### config.mk
export PLATFORM = sky130hd
export DESIGN_NAME = cpts_top
export DESIGN_NICKNAME = d
export VERILOG_FILES = /design/src/inc/cpts_pkg.sv /design/src/inc/cpts_prio_if.sv /design/src/cpts_src_cmp.sv /design/src/cpts_top.sv
export SDC_FILE = /design/constraint.sdc
export NUM_CORES = 1
export LEC_CHECK = 0
export BUFFER_PORTS_ARGS = -buffer_cell sky130_fd_sc_hd__buf_2
export CORE_ASPECT_RATIO = 2
export CORE_UTILIZATION = 45
export CTS_BUF_LIST = sky130_fd_sc_hd__clkbuf_4 sky130_fd_sc_hd__clkbuf_8
export DETAILED_ROUTE_END_ITERATION = 10
export PLACE_DENSITY = 0.86
export SYNTH_ARGS = -nofsm -noshare
export SYNTH_HDL_FRONTEND = slang
export SYNTH_SLANG_ARGS = --single-unit
export TNS_END_PERCENT = 1
### constraint.sdc
create_clock -name clock -period 12.12 [get_ports clock]
set_clock_uncertainty 0.1 [all_clocks]
set_input_delay 0.606 -clock clock [delete_from_list [all_inputs] [get_ports clock]]
set_output_delay 0.606 -clock clock [all_outputs]
set_load 0.005 [all_outputs]
### src/inc/cpts_pkg.sv
// Purpose : Shared constants for the priority level and trap status block
// Assumes : Avalon-MM byte addresses, one 32-bit word per register
// Notes   : Register data occupies the low 16 bits of each word
package cpts_pkg;

    // ------------------------------------------------------------------
    // Register offsets (byte addresses)
    // ------------------------------------------------------------------
    localparam int unsigned CPTS_ADDR_W    = 4;
    localparam logic [3:0]  CPTS_OFS_ALU   = 4'h0;
    localparam logic [3:0]  CPTS_OFS_CORE  = 4'h4;
    localparam logic [3:0]  CPTS_OFS_INTC1 = 4'h8;

    // ------------------------------------------------------------------
    // Field positions
    // ------------------------------------------------------------------
    localparam int unsigned CPTS_PRIO_LSB  = 5;
    localparam int unsigned CPTS_TOP_BIT   = 3;
    localparam int unsigned CPTS_RSVD_BIT  = 2;
    localparam int unsigned CPTS_NEST_BIT  = 15;
    localparam int unsigned CPTS_TRAP_LSB  = 1;
    localparam int unsigned CPTS_ARITH_BIT = 4;
    localparam int unsigned CPTS_ADDR_BIT  = 3;
    localparam int unsigned CPTS_STACK_BIT = 2;
    localparam int unsigned CPTS_OSC_BIT   = 1;

    // ------------------------------------------------------------------
    // Reset values and codes
    // ------------------------------------------------------------------
    localparam logic [2:0]  CPTS_PRIO_RST  = 3'h0;
    localparam logic        CPTS_TOP_RST   = 1'h0;
    localparam logic        CPTS_NEST_RST  = 1'h0;
    localparam logic [3:0]  CPTS_TRAP_RST  = 4'h0;
    localparam logic [2:0]  CPTS_PRIO_BLK  = 3'h7;
    localparam logic        CPTS_RSVD_VAL  = 1'h1;

    typedef enum {CPTS_BUS_IDLE, CPTS_BUS_ACK} cpts_bus_e;

endpackage : cpts_pkg

### src/inc/cpts_prio_if.sv
// Purpose : Carries the processor level to the source comparator and back
// Assumes : Single clock, combinational comparator
// Notes   : None
interface cpts_prio_if #(
    parameter int unsigned IDW = 3
);
    logic [3:0]     cpu_level;
    logic           block_all;
    logic           hit;
    logic [IDW-1:0] hit_id;
    logic [2:0]     hit_prio;

    modport ctrl (output cpu_level, output block_all,
                  input hit, input hit_id, input hit_prio);
    modport cmp  (input cpu_level, input block_all,
                  output hit, output hit_id, output hit_prio);
endinterface : cpts_prio_if

### src/cpts_src_cmp.sv
// Purpose : Picks the highest pending source above the processor level
// Assumes : Source requests and priorities come from same-clock logic
// Notes   : Ties go to the lowest source index
module cpts_src_cmp
    import cpts_pkg::*;
#(
    parameter int unsigned N_SRC = 8,
    parameter int unsigned IDW   = 3
) (
    input  wire logic [N_SRC-1:0]   src_req,
    input  wire logic [3*N_SRC-1:0] src_prio,
    cpts_prio_if.cmp                pif
);

    // ------------------------------------------------------------------
    // Parameter check
    // ------------------------------------------------------------------
    if (IDW < 1 || (N_SRC > 1 && IDW < $clog2(N_SRC))) begin : g_bad_idw
        $error("IDW too narrow for N_SRC");
    end

    logic           best_hit;
    logic [IDW-1:0] best_id;
    logic [2:0]     best_prio;

    // ------------------------------------------------------------------
    // Strict compare against the four-bit level
    // ------------------------------------------------------------------
    always_comb begin
        best_hit  = 1'b0;
        best_id   = '0;
        best_prio = '0;
        for (int i = 0; i < N_SRC; i++) begin
            if (src_req[i] && !pif.block_all &&
                {1'b0, src_prio[3*i +: 3]} > pif.cpu_level &&
                (!best_hit || src_prio[3*i +: 3] > best_prio)) begin
                best_hit  = 1'b1;
                best_id   = IDW'(i);
                best_prio = src_prio[3*i +: 3];
            end
        end
    end

    assign pif.hit      = best_hit;
    assign pif.hit_id   = best_id;
    assign pif.hit_prio = best_prio;

endmodule : cpts_src_cmp

### src/cpts_top.sv
// Purpose : Processor priority level, nesting control and trap flags
// Assumes : Avalon-MM slave with waitrequest, 100 MHz clock
// Notes   : Register words hold 16 bits; upper half reads as zero
module cpts_top
    import cpts_pkg::*;
#(
    parameter int unsigned N_SRC = 8
) (
    input  wire logic                   clock,
    input  wire logic                   reset,
    input  wire logic [CPTS_ADDR_W-1:0] address,
    input  wire logic                   read,
    input  wire logic                   write,
    input  wire logic [3:0]             byteenable,
    input  wire logic [31:0]            writedata,
    output logic      [31:0]            readdata,
    output logic                        waitrequest,
    input  wire logic                   core_prio_load,
    input  wire logic [3:0]             core_prio_value,
    input  wire logic                   arith_trap,
    input  wire logic                   addr_trap,
    input  wire logic                   stack_trap,
    input  wire logic                   osc_loss_trap,
    input  wire logic [N_SRC-1:0]       src_req,
    input  wire logic [3*N_SRC-1:0]     src_prio,
    output logic      [3:0]             cpu_prio_level,
    output logic                        nesting_off,
    output logic                        irq_pending,
    output logic [((N_SRC>1)?$clog2(N_SRC):1)-1:0] irq_id,
    output logic      [2:0]             irq_prio
);

    localparam int unsigned IDW = (N_SRC > 1) ? $clog2(N_SRC) : 1;

    // ------------------------------------------------------------------
    // Parameter check
    // ------------------------------------------------------------------
    if (N_SRC < 1 || N_SRC > 128) begin : g_bad_n
        $error("N_SRC must lie between 1 and 128");
    end

    // ------------------------------------------------------------------
    // State
    // ------------------------------------------------------------------
    cpts_bus_e      bus_q;
    cpts_bus_e      bus_d;
    logic [2:0]     cpu_prio_low_q;
    logic [2:0]     cpu_prio_low_d;
    logic           cpu_prio_top_bit_q;
    logic           cpu_prio_top_bit_d;
    logic           nesting_off_q;
    logic           nesting_off_d;
    logic [3:0]     trap_q;
    logic [3:0]     trap_d;
    logic [31:0]    readdata_q;
    logic           irq_pending_q;
    logic [IDW-1:0] irq_id_q;
    logic [2:0]     irq_prio_q;

    // ------------------------------------------------------------------
    // Bus decode
    // ------------------------------------------------------------------
    wire logic req_any   = read | write;
    wire logic bus_idle  = (bus_q == CPTS_BUS_IDLE);
    wire logic bus_done  = (bus_q == CPTS_BUS_ACK);
    wire logic wr_go     = write & bus_done;
    wire logic sel_alu   = (address == CPTS_OFS_ALU);
    wire logic sel_core  = (address == CPTS_OFS_CORE);
    wire logic sel_intc1 = (address == CPTS_OFS_INTC1);
    wire logic lane_lo   = byteenable[0];
    wire logic lane_hi   = byteenable[1];

    assign waitrequest = req_any & ~bus_done;

    always_comb begin
        bus_d = bus_q;
        unique case (bus_q)
            CPTS_BUS_IDLE: begin
                if (req_any) begin
                    bus_d = CPTS_BUS_ACK;
                end
            end
            CPTS_BUS_ACK: begin
                bus_d = CPTS_BUS_IDLE;
            end
        endcase
    end

    // ------------------------------------------------------------------
    // Write strobes per register
    // ------------------------------------------------------------------
    wire logic sw_prio_wr = wr_go & sel_alu & lane_lo
                            & ~nesting_off_q;
    wire logic sw_top_clr = wr_go & sel_core & lane_lo
                            & ~writedata[CPTS_TOP_BIT];
    wire logic sw_nest_wr = wr_go & sel_intc1 & lane_hi;
    wire logic sw_trap_wr = wr_go & sel_intc1 & lane_lo;

    wire logic [3:0] trap_in = {arith_trap, addr_trap,
                                stack_trap, osc_loss_trap};
    wire logic [3:0] trap_base = sw_trap_wr
        ? writedata[CPTS_ARITH_BIT:CPTS_TRAP_LSB] : trap_q;

    // ------------------------------------------------------------------
    // Next values
    // ------------------------------------------------------------------
    assign cpu_prio_low_d = core_prio_load ? core_prio_value[2:0]
                          : sw_prio_wr
                          ? writedata[CPTS_PRIO_LSB +: 3]
                          : cpu_prio_low_q;
    assign cpu_prio_top_bit_d = core_prio_load ? core_prio_value[3]
                              : sw_top_clr ? 1'b0
                              : cpu_prio_top_bit_q;
    assign nesting_off_d = sw_nest_wr ? writedata[CPTS_NEST_BIT]
                                      : nesting_off_q;
    assign trap_d = trap_base | trap_in;

    // ------------------------------------------------------------------
    // Read data images
    // ------------------------------------------------------------------
    wire logic [31:0] img_alu   =
        32'(cpu_prio_low_q) << CPTS_PRIO_LSB;
    wire logic [31:0] img_core  =
        (32'(cpu_prio_top_bit_q) << CPTS_TOP_BIT) |
        (32'(CPTS_RSVD_VAL) << CPTS_RSVD_BIT);
    wire logic [31:0] img_intc1 =
        (32'(nesting_off_q) << CPTS_NEST_BIT) |
        (32'(trap_q) << CPTS_TRAP_LSB);
    wire logic [31:0] rd_mux = sel_alu   ? img_alu
                             : sel_core  ? img_core
                             : sel_intc1 ? img_intc1
                             : 32'h0000_0000;

    // ------------------------------------------------------------------
    // Source comparator
    // ------------------------------------------------------------------
    cpts_prio_if #(.IDW(IDW)) pif ();

    assign pif.cpu_level = {cpu_prio_top_bit_q, cpu_prio_low_q};
    assign pif.block_all = (cpu_prio_low_q == CPTS_PRIO_BLK);

    cpts_src_cmp #(
        .N_SRC (N_SRC),
        .IDW   (IDW)
    ) u_cmp (
        .src_req  (src_req),
        .src_prio (src_prio),
        .pif      (pif.cmp)
    );

    // ------------------------------------------------------------------
    // Registers
    // ------------------------------------------------------------------
    always_ff @(posedge clock or posedge reset) begin
        if (reset) begin
            bus_q      <= CPTS_BUS_IDLE;
            readdata_q <= 32'h0000_0000;
        end else begin
            bus_q <= bus_d;
            if (bus_idle && read) begin
                readdata_q <= rd_mux;
            end
        end
    end

    always_ff @(posedge clock or posedge reset) begin
        if (reset) begin
            cpu_prio_low_q     <= CPTS_PRIO_RST;
            cpu_prio_top_bit_q <= CPTS_TOP_RST;
            nesting_off_q      <= CPTS_NEST_RST;
            trap_q             <= CPTS_TRAP_RST;
        end else begin
            cpu_prio_low_q     <= cpu_prio_low_d;
            cpu_prio_top_bit_q <= cpu_prio_top_bit_d;
            nesting_off_q      <= nesting_off_d;
            trap_q             <= trap_d;
        end
    end

    always_ff @(posedge clock or posedge reset) begin
        if (reset) begin
            irq_pending_q <= 1'b0;
            irq_id_q      <= '0;
            irq_prio_q    <= 3'h0;
        end else begin
            irq_pending_q <= pif.hit;
            irq_id_q      <= pif.hit_id;
            irq_prio_q    <= pif.hit_prio;
        end
    end

    // ------------------------------------------------------------------
    // Outputs
    // ------------------------------------------------------------------
    assign readdata       = readdata_q;
    assign cpu_prio_level = {cpu_prio_top_bit_q, cpu_prio_low_q};
    assign nesting_off    = nesting_off_q;
    assign irq_pending    = irq_pending_q;
    assign irq_id         = irq_id_q;
    assign irq_prio       = irq_prio_q;
endmodule : cpts_top

==> results of run 1 <==
-- report_power, final --
part / switching (W) / internal [W] / total, W
clock: 0.0000264 / 0.0000231 / 0.0000495
sequential: 0.00000540 / 0.0000964 / 0.000102
combinational: 0.000106 / 0.0000868 / 0.000193
-- path summary, 6_finish.rpt --
path | start | end | slack, ns
setup / recovery | cpu_prio_low_q[2] | irq_prio[2] | 0.88
hold / removal | readdata[1] | readdata[1] | 0.39
setup reg to reg | cpu_prio_low_q[2] | irq_prio[2] | 0.88
hold reg to reg | readdata[1] | readdata[1] | 0.39
max in group asynchronous | reset | readdata[1] | 10.93
min in group asynchronous | reset | irq_id[1] | 0.43
-- layer usage --
layer	vias to the layer above	GRT usage	wire [microns]	share of wire
met5	-	0	0	0
met4	0	0.1762	495	0.068
met3	37	0.01695	278	0.038
met2	100	0.4506	4212	0.58
met1	1280	0.2016	2317	0.32
li1	1344	-	-	-
-- layout make-up --
cell class                 instances  share of cell area
multi-input combinational        276              0.6095
inverter                          23             0.02655
sequential                        25              0.1924
clock inverter                     1            0.001539
clock buffer                       3             0.01270
tap                               63             0.02424
timing repair buffer              84              0.1331
-- stage by stage --
step                worst slack [ns]  power (W)  cell area, sq um  hold slack (ns)  instances
floorplan                      1.494  0.0002408              2912           0.3593        357
global placement              0.4882  0.0002857              3196           0.3606        471
detailed placement            0.3318  0.0002933              3196           0.3702        471
CTS                           0.4754  0.0003428              3242           0.3894        475
global route                 0.04821  0.0003737              3252           0.4175        475
finish                        0.8801  0.0003438              3252           0.3905        475
-- flip-flops by register name (all words and copies together) (netlist names) --
| register | count |
|---|---|
| bus_q | 1 |
| cpu_prio_low_q | 3 |
| cpu_prio_top_bit_q | 1 |
| irq_id | 3 |
| irq_pending | 1 |
| irq_prio | 3 |
| nesting_off | 1 |
| readdata | 8 |
| trap_q | 4 |
-- logic make-up after synthesis --
logic type,share of synthesized area
other,0.001327
buffers and inverters,0.1112
AO/OA/AOI/OAI,0.2741
flip-flops,0.2214
AND/OR/NAND/NOR,0.1727
adder cells (fa/ha/maj),0.1993
multiplexers,0.01993
-- critical path: cells and delay by family, from the launching register on --
kind                     cells  cell delay [ns]
adder cells (fa/ha/maj)      8             2.23
flip-flops                   1             0.46
buffers and inverters        1             0.09
AO/OA/AOI/OAI               34             6.62
AND/OR/NAND/NOR             12             1.62
-- placed cells by master, fill, tap and decap left out, drive strengths merged, types with 2 or more instances in the layout --
cell type  count
o221a          2
a32oi          4
mux2           2
o21bai         4
nor3           5
dfrtp         25
ha            45
o21a           9
o211ai         8
clkbuf         3
a31oi          6
o21ai         24
inv           23
a21oi         12
nor2          15
nand3         22
nor3b          3
o2111ai        3
a22o           3
buf           84
a211o          6
or2            2
o31ai          3
a21o           8
conb          24
mux2i          3
nand2         24
nand2b         5
a211oi         2
a311oi         3
nor2b         16
==> results.txt, run 1 <==
Row Count = 40
Max-Cap Viols = 0
total number of vias = 2,761
H-tree Lvls = 1
hold buffers post-CTS = 0
CP required = 12.18 ns
most numerous cell in the Yosys netlist = ha_1
first-pass GRT wire length = 11,790 microns
peak supply drop = 0.04040 mV
WL per Instance = 15.37 microns
CP Capture Type = flip-flop
DP Wirelength = 6276 microns
CTS root buffer = clkbuf_8
CP dominant cell by count = ha_1
Avg Cell Area, Syn = 8.459 sq um
TritonCTS buffer count = 3
fin crit period = 11.24 ns
Startpoint Class = flip-flop
Die Span Y = 114.1 microns
fmax = 88.97 MHz
maximum clock path buffer count = 2
initial antenna violation count = 0
Max transition margin = 0.3814
reg2reg path depth = 55
Worst Path Arrival = 11.30 ns
Worst-Skew Late Latency = 0.28 ns
initial drt markers = 112
Pre-antenna DRT Iters = 7
critical path's largest stage delay = 0.46 ns
unrepaired setup endpoints after global routing = false
via/cell ratio = 5.813
Final ANT Viol Nets = 0
die width = 58.03 microns
share of synthesized registers carrying an async set or reset = 1.000
# diodes = 0
Slowest cell on crit path = dfrtp_1
filler cell count = 587
number of global-route vias before repair = 2,733
Post-Route Setup TNS = 0 ns
Reg clk slew, reported paths = 0.09 ns
Yosys warnings = 0
Seq/Total Area, Yosys = 0.2214
Post-Syn Area = 2825 sq um
period utilisation layout = 0.9274
power per cell area = 105.7 nW/um^2
outcome = finished, violations left
Worst Tran Pin Value = 0.9269 ns
Setup CP Type = reg2reg
Slew Viols, Final = 0
Register Area = 625.6 sq um
Core Util, Final = 0.5415
top cells by count, synth = ha_1 (45), buf_4 (25), dfrtp_1 (25), nand2_1 (24), inv_1 (23)
final setup fails = 0
drt total wl = 7303 microns
Post-CTS Setup Bufs = 0
# IOs = 130
area of the multi-input gates = 1982 sq um
Placeable Area = 6006 sq um
largest net degree at the start of global routing = 26
top_reg_cell synth = dfrtp_1
number of synthesized flops with an enable pin = 0
GP Congestion = 0.9034
I/O Buffers = 79
CTS tree = done
#FFs+latches synth = 25
failing checks = DRC
Die ar. = 6618 sq um
Static Leakage = 1.642 nW
post-synth cell types = 56
share of the synthesized area in the top cell type = 0.2214
Nets = 543
total track usage = 0.2295
Synth area leaders = dfrtp_1 (22%), ha_1 (20%), buf_4 (6.6%)
Initial Util = 0.4704
Final Hold Fails = 0
CTS resizes = 0
clk sinks = 25
DRC Markers = 8
Worst Hold Class = reg2reg
Hold Path Stages = 2
Yosys top cell by area = dfrtp_1
area delta synth->final = 15.10%
share of cells above drive strength 1 = 0.2646
GRT overflow = 0
Syn Inst Count = 334
Crit Path Max Fanout = 11
Power figures use the tool's default switching activity.
==> run 2, diff against run 1 <==
--- a/config.mk
+++ b/config.mk
@@ -13,5 +13,6 @@
 export PLACE_DENSITY = 0.86
 export SYNTH_ARGS = -nofsm -noshare
 export SYNTH_HDL_FRONTEND = slang
+export SYNTH_HIERARCHICAL = 1
 export SYNTH_SLANG_ARGS = --single-unit
 export TNS_END_PERCENT = 1
==> run 2 against run 1 <==
The flow now finishes without violations; final area up 1.5%; synthesized cell count grew 1.8%; critical path depth shrank 4.
==> results.txt, run 2 <==
Max transition margin = 0.4196 (+0.03823)
Final ANT Viol Nets = 0 (unchanged)
Placeable Area = 6106 sq um (+1.7%)
reg2reg path depth = 51 (-7.3%)
Worst Tran Pin Value = 0.8696 ns (-0.05727 ns)
Pre-antenna DRT Iters = 5 (-2)
Post-DP Area = 3256 sq um (+1.9%)
drt total wl = 7310 microns (about the same)
commonest non-fill, non-tap cell in the layout = buf_2
Syn Inst Count = 340 (+1.8%)
outcome = finished, final reports clean
share of the synthesized area in the top cell type = 0.2177 (-0.003760)
Nets = 549 (+1.1%)
Yosys warnings = 6 (+6)
#FFs+latches synth = 25 (unchanged)
most numerous cell in the Yosys netlist = ha_1
Setup CP Type = reg2reg
clk sinks = 25 (unchanged)
Reg clk slew, reported paths = 0.08 ns (about the same)
fin crit period = 11.30 ns (+0.06394 ns)
Worst Path Arrival = 11.29 ns (about the same)
largest net degree at the start of global routing = 26 (unchanged)
flip-flop count of the largest register after layout = 8 (unchanged)
Synth area leaders = dfrtp_1 (22%), ha_1 (20%), buf_4 (6.5%)
area delta synth->final = 14.89%
critical path's top delay family = compound AO/OA/AOI/OAI gates
Die ar. = 6730 sq um (+1.7%)
share of synthesized registers carrying an async set or reset = 1.000 (unchanged)
number of global-route vias before repair = 2,708 (-0.91%)
Worst Path Buf+Inv = 1 (unchanged)
filler cell count = 596 (+1.5%)
peak supply drop = 0.04717 mV (+17%)
number of synthesized flops with an enable pin = 0 (unchanged)
period utilisation layout = 0.9327 (+0.005276)
CP dominant cell by count = ha_1
Static Leakage = 1.639 nW (-0.17%)
# IOs = 130 (unchanged)
CP required = 12.11 ns (-0.07 ns)
GRT overflow = 0 (unchanged)
Final Cell Area = 3302 sq um (+1.5%)
fmax = 88.47 MHz (-0.57%)
Worst path depth = 51 (-7.3%)
Post-Syn Area = 2874 sq um (+1.7%)
GP Congestion = 1.025 (+13%)
power per cell area = 93.21 nW/um^2 (-12%)
Slew Viols, Final = 0 (unchanged)
Final Hold Fails = 0 (unchanged)
CTS resizes = 0 (unchanged)
Power Internal = 0.0001891 W (-8.3%)
combinational share of power = 0.519 (-0.041)
most frequent cells in the layout = buf_2 (79), ha_1 (45), nand2_1 (27), dfrtp_1 (25), conb_1 (24)
Worst-Skew Late Latency = 0.27 ns (about the same)
Die Span Y = 115.0 microns (+0.85%)
TritonCTS buffer count = 3 (unchanged)
critical path's largest stage delay = 0.53 ns (+0.07 ns)
top_reg_cell synth = dfrtp_1
Yosys top cell by area = dfrtp_1
DP Wirelength = 6227 microns (-0.79%)
CP startpoint = cpu_prio_low_q[1]
post-synth cell types = 62 (+11%)
reg2reg start = cpu_prio_low_q[1]
first-pass GRT wire length = 11,540 microns (-2.2%)
Crit Path Max Fanout = 12 (+1)
share of cells above drive strength 1 = 0.2416 (-0.02294)
switching power = 0.0001187 W (-14%)
total number of vias = 2,821 (+2.2%)
total track usage = 0.2209 (-0.008624)
Post-CTS Setup Bufs = 0 (unchanged)
Max-Cap Viols = 0 (unchanged)
CP Capture Type = flip-flop
maximum clock path buffer count = 2 (unchanged)
Reg power frac = 0.326 (+0.030)
Clock power frac = 0.155 (+0.011)
H-tree Lvls = 1 (unchanged)
initial antenna violation count = 0 (unchanged)
sw frac = 0.3856 (-0.01438)
CTS tree = done
top cells by count, synth = ha_1 (45), nand2_1 (27), buf_4 (25), dfrtp_1 (25), nand3_1 (22)
flop2flop setup slack = 0.82 ns (-0.06 ns)
CTS root buffer = clkbuf_8
Row Count = 40 (unchanged)
DRC Markers = 0 (-8)
Slowest cell on crit path = a21boi_0
Seq/Total Area, Yosys = 0.2177 (-0.003760)
via/cell ratio = 5.620 (-3.3%)
Avg Cell Area, Syn = 8.453 sq um (about the same)
WL per Instance = 14.56 microns (-5.3%)
Worst Hold Class = reg2reg
unrepaired setup endpoints after global routing = false
Hold Path Origin = readdata[4]
Initial Util = 0.4707 (about the same)
hold buffers post-CTS = 0 (unchanged)
Startpoint Class = flip-flop
die width = 58.51 microns (+0.84%)
Hold Path Stages = 2 (unchanged)
I/O Buffers = 79 (unchanged)
final setup fails = 0 (unchanged)
Post-Route Setup TNS = 0 ns (unchanged)
initial drt markers = 174 (+55%)
# diodes = 0 (unchanged)
## run 2: logic make-up after synthesis
group / Yosys count / share of synthesized area
buffers and inverters: 48 / 0.09882
adder cells (fa/ha/maj): 45 / 0.1959
multiplexers: 1 / 0.003918
AND/OR/NAND/NOR: 123 / 0.2394
other: 1 / 0.001305
AO/OA/AOI/OAI: 97 / 0.2429
flip-flops: 25 / 0.2177
## run 2: worst paths after layout
| kind | to |
|---|---|
| setup / recovery | irq_id[1] |
| hold / removal | readdata[4] |
| setup reg to reg | irq_id[1] |
| hold reg to reg | readdata[4] |
| max in group asynchronous | nesting_off |
| min in group asynchronous | readdata[4] |
## run 2: layer usage
metal	wire (microns)	GRT usage	share of wire
met2	4127	0.4444	0.56
met1	2524	0.2068	0.35
met5	0	0	0
met3	339	0.01912	0.046
met4	318	0.1190	0.044
## run 2: final cells by class
class / instances / area (sq um) / area share
timing repair buffer: 80 / 402.9 / 0.1220
clock buffer: 3 / 41.29 / 0.01250
tap: 84 / 105.1 / 0.03183
clock inverter: 1 / 5.005 / 0.001516
inverter: 19 / 71.32 / 0.02160
sequential: 25 / 625.6 / 0.1895
multi-input combinational: 290 / 2051 / 0.6211
## run 2: worst register-to-register path: cells and delay by family, from the launching register on
| family | cells | cell delay [ns] |
|---|---|---|
| flops | 1 | 0.44 |
| compound gates | 28 | 5.77 |
| buf+inv | 1 | 0.32 |
| simple gates | 14 | 2.20 |
| fa+ha+maj | 8 | 2.29 |
## run 2: per-stage QoR
step,util,hold slack [ns],setup slack [ns],std cells,power (W)
after floorplan,-,0.3586,2.359,363,0.0002145
after global placement,0.5332,0.3604,1.344,498,0.0002511
after detailed placement,0.5332,0.3694,1.020,498,0.0002605
after CTS,0.5408,0.3886,0.9562,502,0.0003090
after global routing,0.5408,0.4014,0.03799,502,0.0003323
final,0.5408,0.3874,0.8162,502,0.0003078
## run 2: power by group through the flow
stage | logic [W] | registers, W | clock network, W
after floorplan | 0.000111 | 0.000104 | 0
after global placement | 0.000149 | 0.000102 | 0
after detailed placement | 0.000158 | 0.000102 | 0
after CTS | 0.000159 | 0.000100 | 0.0000492
after global routing | 0.000179 | 0.000101 | 0.0000520
final | 0.000160 | 0.000100 | 0.0000477
